### config.mk
export PLATFORM = sky130hd
export DESIGN_NAME = bwsr_status_bank
export DESIGN_NICKNAME = d
export VERILOG_FILES = /design/src/hdl/bwsr_status_bank.v
export VERILOG_INCLUDE_DIRS = /design/src /design/src/hdl
export SDC_FILE = /design/constraint.sdc
export NUM_CORES = 1
export LEC_CHECK = 0
export BUFFER_PORTS_ARGS = -buffer_cell sky130_fd_sc_hd__buf_2
export CORE_MARGIN = 2
export CORE_UTILIZATION = 55
export CTS_CLUSTER_DIAMETER = 100
export CTS_CLUSTER_SIZE = 40
export DETAILED_ROUTE_END_ITERATION = 10
export GPL_TIMING_DRIVEN = 0
export PLACE_DENSITY = 0.92
export RECOVER_POWER = 25
export SYNTH_ARGS = -nofsm -noshare
export SYNTH_HDL_FRONTEND = slang
export SYNTH_SLANG_ARGS = --single-unit
### constraint.sdc
create_clock -name clock_in -period 5.1 [get_ports clock_in]
set_input_delay 0.51 -clock clock_in [delete_from_list [all_inputs] [get_ports clock_in]]
set_output_delay 0.51 -clock clock_in [all_outputs]
set_load 0.03 [all_outputs]
### src/hdl/bwsr_defs.vh
// Register addresses, field positions, reset values and timing counts of the bus and wake status bank
`ifndef BWSR_DEFS_VH
`define BWSR_DEFS_VH
`define BWSR_ADDR_PRIOR_STATE_FIELD      7'h42
`define BWSR_ADDR_BUS_STAT      7'h43
`define BWSR_ADDR_WAKE_SRC      7'h44
`define BWSR_ADDR_WAKE_LVL      7'h45
`define BWSR_RESET_VALUE        16'h0000
`define BWSR_BUS_CAN_TIMEOUT_FLAG_BIT      4
`define BWSR_BUS_SELECTIVE_WAKE_SYS_ERROR_BIT     3
`define BWSR_BUS_FAIL_HI        2
`define BWSR_BUS_FAIL_LO        1
`define BWSR_BUS_UV_BIT         0
`define BWSR_WK_BUS_BIT         9
`define BWSR_WK_TMR2_BIT        8
`define BWSR_WK_TMR1_BIT        7
`define BWSR_WK_PIN5_BIT        4
`define BWSR_WK_PIN4_BIT        3
`define BWSR_DEV_CRC_STAT_BIT   9
`define BWSR_DEV_CRC_FAIL_BIT   8
`define BWSR_DEV_PRIOR_HI       7
`define BWSR_DEV_PRIOR_LO       6
`define BWSR_DEV_SWDEV_BIT      4
`define BWSR_DEV_WD_HI          3
`define BWSR_DEV_WD_LO          2
`define BWSR_DEV_SPI_FAIL_BIT   1
`define BWSR_DEV_FAIL_BIT       0
`define BWSR_FAIL_NONE          2'h0
`define BWSR_FAIL_TSD           2'h1
`define BWSR_FAIL_TXD_DOM       2'h2
`define BWSR_FAIL_BUS_DOM       2'h3
`define BWSR_PRIOR_CLEARED      2'h0
`define BWSR_PRIOR_RESTART      2'h1
`define BWSR_PRIOR_SLEEP        2'h2
`define BWSR_SWK_ERR_LIMIT      6'h20
`define BWSR_TX_ENABLE_NS       1000
`define BWSR_CLK_PERIOD_NS      10
`define BWSR_TX_ENABLE_CYCLES   ((`BWSR_TX_ENABLE_NS + `BWSR_CLK_PERIOD_NS - 1) / `BWSR_CLK_PERIOD_NS)
`endif

### src/hdl/bwsr_status_bank.v
// Bus communication, wake source, wake level and device status register bank
`include "bwsr_defs.vh"

// Behaviour
// RULE1: Prior state reports sleep or failure path
// RULE2: Sleep attempt with wake flags reports sleep
// RULE3: Watchdog fails count; only self-cleared bits
// RULE4: Serial fail flag cleared only by host
// RULE5: CRC bits readable; frame CRC ignored
// RULE6: Bit 4 is clear-on-read timeout flag
// RULE7: Selective wake error gated by enable
// RULE8: Failure field codes ascending, clear-on-read
// RULE9: Bit 0 undervoltage, comparator in active modes
// RULE10: Transmit timeout recovers on high or off
// RULE11: Bus timeout recovers on recessive or off
// RULE12: Undervoltage recovers above threshold
// RULE13: Transmit resumes after recessive enable time
// RULE14: Timeout flag sets from silence, sticky
// RULE15: Interrupt on timeout when mask set
// RULE16: Timeout clear blocked until interrupt fall
// RULE17: Wake source flags at documented bits
// RULE18: Fail-safe entry clears wake sources
// RULE19: Wake level bits four and three
// RULE20: Levels follow in active modes
// RULE21: Cyclic modes hold last sampled level
// RULE22: Reserved bits read zero
// RULE23: Read returns value then clears
module bwsr_status_bank #(
    parameter TX_ENABLE_CYCLES = `BWSR_TX_ENABLE_CYCLES
) (
    // Clock and resets
    input  wire        clock_in,
    input  wire        reset_n_in,
    input  wire        soft_reset_in,
    input  wire        restart_reset_in,
    // Host register access, one pulse per decoded serial frame
    input  wire        read_strobe_in,
    input  wire        clear_strobe_in,
    input  wire [6:0]  address_in,
    output reg  [15:0] read_data_out,
    output reg         read_valid_out,
    // Operating mode of the device
    input  wire        mode_normal_in,
    input  wire        mode_stop_in,
    input  wire        mode_init_in,
    input  wire        mode_restart_in,
    input  wire        mode_cyclic_in,
    input  wire        sample_strobe_in,
    input  wire        fail_safe_entry_in,
    input  wire        leave_restart_in,
    input  wire        from_sleep_in,
    input  wire        from_failure_in,
    // Device status events
    input  wire        watchdog_fail_counter_event_in,
    input  wire        wd_good_service_in,
    input  wire        invalid_cmd_in,
    input  wire        crc_enabled_in,
    input  wire        crc_fail_event_in,
    input  wire        sw_dev_in,
    input  wire        failure_event_in,
    // Transceiver state
    input  wire        can_active_in,
    input  wire        can_wake_capable_in,
    input  wire        can_off_in,
    input  wire        can_tsd_in,
    input  wire        can_txd_in,
    input  wire        can_bus_recessive_in,
    input  wire        txd_dom_timeout_in,
    input  wire        bus_dom_timeout_in,
    input  wire        can_supply_low_in,
    // Selective wake
    input  wire        selective_wake_enable_in,
    input  wire        swk_config_error_in,
    input  wire [5:0]  swk_error_count_in,
    input  wire        can_silence_indication_in,
    input  wire        can_timeout_irq_mask_in,
    // Wake sources and pins
    input  wire        bus_wake_in,
    input  wire        timer_one_wake_in,
    input  wire        timer_two_wake_in,
    input  wire        pin_four_wake_in,
    input  wire        pin_five_wake_in,
    input  wire        pin_four_in,
    input  wire        pin_five_in,
    // Outputs to the rest of the device
    output reg         interrupt_out_n,
    output reg         tx_enable_out
);

    // Pin synchronisers; first stage feeds only the second
    reg [1:0] pin4_sync_reg;
    reg [1:0] pin5_sync_reg;
    reg [1:0] txd_sync_reg;
    reg [1:0] rec_sync_reg;

    reg [1:0]  prior_state_field_reg;
    reg [1:0]  watchdog_fail_counter_reg;
    reg        spi_fail_reg;
    reg        crc_fail_reg;
    reg        failure_reg;
    reg        can_timeout_flag_reg;
    reg        selective_wake_sys_error_reg;
    reg [1:0]  can_fail_reg;
    reg        can_supply_undervoltage_reg;
    reg [15:0] wake_flags_reg;
    reg        pin_four_level_reg;
    reg        pin_five_level_reg;
    reg        clear_block_reg;
    reg        silence_prev_reg;
    reg [15:0] tx_count_reg;
    reg        tx_recover_reg;

    wire rd_dev  = read_strobe_in && (address_in == `BWSR_ADDR_PRIOR_STATE_FIELD);
    wire rd_bus  = read_strobe_in && (address_in == `BWSR_ADDR_BUS_STAT);
    wire rd_wake = read_strobe_in && (address_in == `BWSR_ADDR_WAKE_SRC);
    wire any_rst = soft_reset_in || restart_reset_in;

    // Two-flop synchronisers for pin levels
    always @(posedge clock_in or negedge reset_n_in) begin
        if (!reset_n_in) begin
            pin4_sync_reg <= 2'h0;
            pin5_sync_reg <= 2'h0;
            txd_sync_reg  <= 2'h3;
            rec_sync_reg  <= 2'h3;
        end else begin
            pin4_sync_reg <= {pin4_sync_reg[0], pin_four_in};
            pin5_sync_reg <= {pin5_sync_reg[0], pin_five_in};
            txd_sync_reg  <= {txd_sync_reg[0], can_txd_in};
            rec_sync_reg  <= {rec_sync_reg[0], can_bus_recessive_in};
        end
    end

    wire txd_high = txd_sync_reg[1];
    wire bus_rec  = rec_sync_reg[1];
    wire can_idle = can_wake_capable_in || can_off_in;

    // Device status: restart keeps these, soft reset clears
    always @(posedge clock_in or negedge reset_n_in) begin
        if (!reset_n_in) begin
            prior_state_field_reg     <= `BWSR_PRIOR_CLEARED;
            watchdog_fail_counter_reg <= 2'h0;
            spi_fail_reg              <= 1'b0;
            crc_fail_reg              <= 1'b0;
            failure_reg               <= 1'b0;
        end else if (soft_reset_in) begin
            prior_state_field_reg     <= `BWSR_PRIOR_CLEARED;
            watchdog_fail_counter_reg <= 2'h0;
            spi_fail_reg              <= 1'b0;
            crc_fail_reg              <= 1'b0;
            failure_reg               <= 1'b0;
        end else begin
            // RULE1 RULE2: record path on restart exit
            if (leave_restart_in && from_failure_in)
                prior_state_field_reg <= `BWSR_PRIOR_RESTART;
            else if (leave_restart_in && from_sleep_in)
                prior_state_field_reg <= `BWSR_PRIOR_SLEEP;
            else if (rd_dev && clear_strobe_in)
                prior_state_field_reg <= `BWSR_PRIOR_CLEARED;
            // RULE3: saturating counter, device clears itself
            if (watchdog_fail_counter_event_in && watchdog_fail_counter_reg != 2'h3)
                watchdog_fail_counter_reg <= watchdog_fail_counter_reg + 2'h1;
            else if (wd_good_service_in && !watchdog_fail_counter_event_in)
                watchdog_fail_counter_reg <= 2'h0;
            // RULE4: only host clear command, set wins
            if (invalid_cmd_in)
                spi_fail_reg <= 1'b1;
            else if (rd_dev && clear_strobe_in)
                spi_fail_reg <= 1'b0;
            if (crc_fail_event_in)
                crc_fail_reg <= 1'b1;
            else if (rd_dev && clear_strobe_in)
                crc_fail_reg <= 1'b0;
            if (failure_event_in)
                failure_reg <= 1'b1;
            else if (rd_dev && clear_strobe_in)
                failure_reg <= 1'b0;
        end
    end

    // Bus status flags
    always @(posedge clock_in or negedge reset_n_in) begin
        if (!reset_n_in) begin
            can_timeout_flag_reg         <= 1'b0;
            selective_wake_sys_error_reg <= 1'b0;
            can_fail_reg                 <= `BWSR_FAIL_NONE;
            can_supply_undervoltage_reg  <= 1'b0;
            silence_prev_reg             <= 1'b0;
        end else if (soft_reset_in) begin
            can_timeout_flag_reg         <= 1'b0;
            selective_wake_sys_error_reg <= 1'b0;
            can_fail_reg                 <= `BWSR_FAIL_NONE;
            can_supply_undervoltage_reg  <= 1'b0;
            silence_prev_reg             <= 1'b0;
        end else begin
            silence_prev_reg <= can_silence_indication_in;
            // RULE14 RULE6 RULE16 RULE23: sticky, clear gated by block
            if (selective_wake_enable_in && can_silence_indication_in && !silence_prev_reg)
                can_timeout_flag_reg <= 1'b1;
            else if (rd_bus && !clear_block_reg)
                can_timeout_flag_reg <= 1'b0;
            // RULE7: set only with selective wake enabled
            if (selective_wake_enable_in &&
                (swk_config_error_in || swk_error_count_in > `BWSR_SWK_ERR_LIMIT))
                selective_wake_sys_error_reg <= 1'b1;
            else if (rd_bus)
                selective_wake_sys_error_reg <= 1'b0;
            // RULE8: ascending codes, highest pending wins
            if (bus_dom_timeout_in)
                can_fail_reg <= `BWSR_FAIL_BUS_DOM;
            else if (txd_dom_timeout_in)
                can_fail_reg <= `BWSR_FAIL_TXD_DOM;
            else if (can_tsd_in)
                can_fail_reg <= `BWSR_FAIL_TSD;
            else if (rd_bus)
                can_fail_reg <= `BWSR_FAIL_NONE;
            // RULE9: comparator live only in active modes
            if (can_active_in && can_supply_low_in)
                can_supply_undervoltage_reg <= 1'b1;
            else if (rd_bus)
                can_supply_undervoltage_reg <= 1'b0;
        end
    end

    // RULE16: clear blocked from set until interrupt falls
    always @(posedge clock_in or negedge reset_n_in) begin
        if (!reset_n_in)
            clear_block_reg <= 1'b0;
        else if (any_rst)
            clear_block_reg <= 1'b0;
        else if (selective_wake_enable_in && can_silence_indication_in && !silence_prev_reg)
            clear_block_reg <= can_timeout_irq_mask_in;
        else if (!interrupt_out_n)
            clear_block_reg <= 1'b0;
    end

    // RULE15: one-cycle low pulse in stop or normal
    always @(posedge clock_in or negedge reset_n_in) begin
        if (!reset_n_in)
            interrupt_out_n <= 1'b1;
        else
            interrupt_out_n <= !(selective_wake_enable_in && can_silence_indication_in &&
                                 !silence_prev_reg && can_timeout_irq_mask_in &&
                                 (mode_stop_in || mode_normal_in));
    end

    // Transmitter path state: any failure holds it off
    wire fault_active = can_tsd_in ||
                        (txd_dom_timeout_in && !(txd_high || can_idle)) ||
                        (bus_dom_timeout_in && !(bus_rec || can_idle)) ||
                        (can_active_in && can_supply_low_in);

    // RULE10 RULE11 RULE12 RULE13: recover, then wait recessive time
    always @(posedge clock_in or negedge reset_n_in) begin
        if (!reset_n_in) begin
            tx_recover_reg <= 1'b0;
            tx_count_reg   <= 16'h0000;
            tx_enable_out  <= 1'b1;
        end else if (fault_active) begin
            tx_recover_reg <= 1'b1;
            tx_count_reg   <= 16'h0000;
            tx_enable_out  <= 1'b0;
        end else if (tx_recover_reg) begin
            if (!txd_high) begin
                tx_count_reg <= 16'h0000;
            end else if (tx_count_reg >= TX_ENABLE_CYCLES[15:0] - 16'h1) begin
                tx_recover_reg <= 1'b0;
                tx_enable_out  <= 1'b1;
            end else begin
                tx_count_reg <= tx_count_reg + 16'h1;
            end
        end
    end

    // Wake sources; set wins over read clear
    always @(posedge clock_in or negedge reset_n_in) begin
        if (!reset_n_in) begin
            wake_flags_reg <= `BWSR_RESET_VALUE;
        end else if (soft_reset_in || fail_safe_entry_in) begin
            // RULE18: fail-safe entry empties the register
            wake_flags_reg <= `BWSR_RESET_VALUE;
        end else begin
            // RULE17 RULE23: clear on read unless newly set
            wake_flags_reg[`BWSR_WK_BUS_BIT]  <= bus_wake_in || (wake_flags_reg[`BWSR_WK_BUS_BIT] && !rd_wake);
            wake_flags_reg[`BWSR_WK_TMR2_BIT] <= timer_two_wake_in ||
                                                 (wake_flags_reg[`BWSR_WK_TMR2_BIT] && !rd_wake);
            wake_flags_reg[`BWSR_WK_TMR1_BIT] <= timer_one_wake_in ||
                                                 (wake_flags_reg[`BWSR_WK_TMR1_BIT] && !rd_wake);
            wake_flags_reg[`BWSR_WK_PIN5_BIT] <= pin_five_wake_in ||
                                                 (wake_flags_reg[`BWSR_WK_PIN5_BIT] && !rd_wake);
            wake_flags_reg[`BWSR_WK_PIN4_BIT] <= pin_four_wake_in ||
                                                 (wake_flags_reg[`BWSR_WK_PIN4_BIT] && !rd_wake);
        end
    end

    // RULE20 RULE21: follow pins live or at each sample
    always @(posedge clock_in or negedge reset_n_in) begin
        if (!reset_n_in) begin
            pin_four_level_reg <= 1'b0;
            pin_five_level_reg <= 1'b0;
        end else if (mode_cyclic_in ? sample_strobe_in
                     : (mode_normal_in || mode_stop_in || mode_init_in || mode_restart_in)) begin
            pin_four_level_reg <= pin4_sync_reg[1];
            pin_five_level_reg <= pin5_sync_reg[1];
        end
    end

    // Read mux; RULE22 reserved bits stay zero
    reg [15:0] read_next;
    always @* begin
        read_next = 16'h0000;
        case (address_in)
            `BWSR_ADDR_PRIOR_STATE_FIELD: begin
                // RULE5: CRC bits shown regardless of setting
                read_next[`BWSR_DEV_CRC_STAT_BIT] = crc_enabled_in;
                read_next[`BWSR_DEV_CRC_FAIL_BIT] = crc_fail_reg;
                read_next[`BWSR_DEV_PRIOR_HI:`BWSR_DEV_PRIOR_LO] = prior_state_field_reg;
                read_next[`BWSR_DEV_SWDEV_BIT] = sw_dev_in;
                read_next[`BWSR_DEV_WD_HI:`BWSR_DEV_WD_LO] = watchdog_fail_counter_reg;
                read_next[`BWSR_DEV_SPI_FAIL_BIT] = spi_fail_reg;
                read_next[`BWSR_DEV_FAIL_BIT] = failure_reg;
            end
            `BWSR_ADDR_BUS_STAT: begin
                read_next[`BWSR_BUS_CAN_TIMEOUT_FLAG_BIT]  = can_timeout_flag_reg;
                read_next[`BWSR_BUS_SELECTIVE_WAKE_SYS_ERROR_BIT] = selective_wake_sys_error_reg;
                read_next[`BWSR_BUS_FAIL_HI:`BWSR_BUS_FAIL_LO] = can_fail_reg;
                read_next[`BWSR_BUS_UV_BIT] = can_supply_undervoltage_reg;
            end
            `BWSR_ADDR_WAKE_SRC: begin
                read_next = wake_flags_reg;
            end
            `BWSR_ADDR_WAKE_LVL: begin
                // RULE19: registered pin levels, followed in active modes or last sampled
                read_next[`BWSR_WK_PIN5_BIT] = pin_five_level_reg;
                read_next[`BWSR_WK_PIN4_BIT] = pin_four_level_reg;
            end
            default: begin
                read_next = 16'h0000;
            end
        endcase
    end

    // Read data registered; value sampled before the clear lands
    always @(posedge clock_in or negedge reset_n_in) begin
        if (!reset_n_in) begin
            read_data_out  <= 16'h0000;
            read_valid_out <= 1'b0;
        end else begin
            read_valid_out <= read_strobe_in;
            if (read_strobe_in)
                read_data_out <= read_next;
        end
    end

endmodule

==> flow_summary.toml <==
[status]
status = "finished, violations left"
violations = "capacitance limit, slew limit"

[setup_path]
cp_max_fo = 58
cp.required_ps = 4880
end_kind = "asynchronous set/reset pin"
r2r_cells = 6
critical_path_class = "in -> async"
arrival_ps = 2600
path_cells = "clkbuf_1"
cp-start-kind = "input pin"
worstPathBufferInverterCount = 1
slowest_delay_ps = 2060
rrSetupSlack_ps = 2960
rr_startpoint = "tx_count_reg[0]"
reg2reg_to = "tx_count_reg[7]"
critical-path-slowest-cell = "clkbuf_1"
cp_top_family = "buffers and inverters"

[route]
drt_iter0_markers = 197
post_drt_wl_per_cell_um = 15.7
ant_nets = 0
wl_mm = 5.81
drc_errors = 0
via_per_inst = 5.57
num_vias = 2061
firstDrtPassIters = 4

[cells_and_area]
syn2layout_area_growth_pct = 23.0
diodes = 0
fin_area_um2 = 3150
largest_register_ffs = 16
final_nets = 371
drive_gt1_share_pct = 34.9

[timing]
setup-tns-final_ps = 0
rsz0062_at_grt = "false"
fmax_mhz = 355
fin_crit_ps = 2810
post-route-period-util_pct = 55.2
maxSlewViolCount = 59
worst_slew_pin_slew_ps = 2960
hold_violations = 0
maxSlewHeadroom_pct = -97.2
fin_skew_ps = 7.86
setup_viol = 0

[global_route]
grt_pass1_vias = 2093
track_usage_pct = 24.1
grt_overflow = 0
grt_pass1_wl_mm = 9.50
grt_max_degree = 59
antenna_found_initial = 0

[place]
dpl-instance-area_um2 = 2990
port_buffers = 67
place_hpwl_mm = 4.13
gp_congestion = 0.841

[clock_network]
cts_resized = 0
cts_max_level = 3
clock-root-buffer = "clkbuf_8"
clk_pin_slew_ps = 60
hold_buffers = 0
worstSkewPairLatency_ps = 330
cts_max_path_buffers = 2
cts.sinks = 58
postCtsSetupRepairBufs = 0
cts_buffers = 9
cts_tree = "done"

[synth]
syn_area_per_cell_um2 = 11.2
synth_warnings = 0
syn_area_um2 = 2560
ys_seq_area_share_pct = 56.9
synth-edff-count = 0
synth_seq_cells = 58
synthCells = 229
synthDistinctLibCells = 47
synthArstFlopShare_pct = 100
synth_flop_cell = "dfrtp_1"

[floorplanning]
core_area_um2 = 4410
num_rows = 24
die_width_um = 72.3
io_pins = 75
die_y_um = 72.3
die_area_um2 = 5220
initial_core_util_pct = 58.0

[power_and_ir_drop]
irDropWorstVdd_v = 0.000182
p_leak_nw = 1.49
power.density_nw_per_um2 = 302

[worst_hold_path]
hold_depth = 1
hp-class = "in -> reg"
hp-start = "can_bus_recessive_in"
holdPathEnd = "rec_sync_reg[0]"

[flow_run]
cap_violations = 1
-- worst max path at each step --
| stage | startpoint | to | depth (start not counted) |
|---|---|---|---|
| after global placement | address_in[5] | can_fail_reg[1] | 6 |
| after detailed placement | address_in[5] | can_fail_reg[1] | 6 |
| final | reset_n_in | pin5_sync_reg[1] | 1 |
| after CTS | tx_count_reg[0] | tx_count_reg[7] | 6 |
| after global routing | reset_n_in | read_data_out[8] | 1 |
| after floorplan | address_in[5] | can_fail_reg[1] | 5 |
-- per-layer routing --
metal,vias up,global-route usage (%),wire length [um]
met5,-,0,0
met4,0,11.5,114
met3,13,3.89,288
met2,66,41.3,3080
met1,1002,29.7,2330
li1,980,-,-
-- cell type report --
type,instances,area [um^2]
Buffer,14,86.3
Sequential cell,58,1460
Multi-Input combinational cell,152,998
Tap cell,52,65.1
Clock buffer,16,170
Timing Repair Buffer,67,333
Inverter,11,41.3
Fill cell,338,1260
-- where the power goes --
part | switching [mW] | internal [mW] | total (mW)
Clock | 0.168 | 0.204 | 0.372
Combinational | 0.0535 | 0.0391 | 0.0925
Sequential | 0.00991 | 0.478 | 0.488
-- synth_stat cells, types with 2 or more instances --
library cell  count  area (um^2)
o21ai_0           6         30.0
dfrtp_1          52         1300
and2_1            7         43.8
clkbuf_1          5         18.8
a22oi_1           6         45.0
a211oi_1          2         15.0
ha_1              2         25.0
nor3_1            7         35.0
or3_1             2         12.5
dfstp_2           6          158
mux2i_1           2         20.0
mux2_2            7         78.8
a21oi_1          19         95.1
nand3_1          11         55.1
and2_2            2         15.0
a31oi_1           3         18.8
buf_4             9         67.6
nor2_1           12         45.0
inv_1            11         41.3
o21a_1            3         22.5
a221oi_1          3         26.3
o31ai_1           5         37.5
o21ai_1           4         20.0
nand2b_1          6         37.5
or4_1             7         52.6
nand2_1           9         33.8
-- kinds of logic (layout without fill, tap and decap cells) --
family          after synthesis  after routing  synth area share [%]
simple gates                 78             78                  18.9
other cells                   1              7                 0.146
fa+ha+maj                     2              2                 0.976
mux                           9              9                  3.86
flops                        58             58                  56.9
compound gates               56             56                  14.2
buf+inv                      25            108                  4.98
-- metrics by stage --
stage | setup slack [ps] | util [%] | hold slack, ps | cells | total power [mW]
6_report | 2290 | 71.4 | 277 | 370 | 0.953
5_1_grt | 1600 | 71.4 | 272 | 370 | 0.984
4_1_cts | 3000 | 71.5 | 269 | 370 | 0.955
3_5_place_dp | 2750 | 67.6 | 339 | 354 | 0.588
3_3_place_gp | 2800 | 67.6 | 333 | 354 | 0.584
2_1_floorplan | 3070 | - | 214 | 235 | 0.542
-- placed cells by master, fill, tap and decap left out, drive strengths merged, types with 3 or more instances in the layout --
cell,instances
buf,74
dfrtp,52
clkbuf,23
a21oi,19
nor2,12
nand3,11
inv,11
o21ai,10
nand2,9
and2,9
nor3,8
or4,7
mux2,7
conb,7
nand2b,6
a22oi,6
dfstp,6
o31ai,5
o21a,3
a31oi,3
a221oi,3
or3,3
No activity file was read; power rests on OpenSTA's default activity.
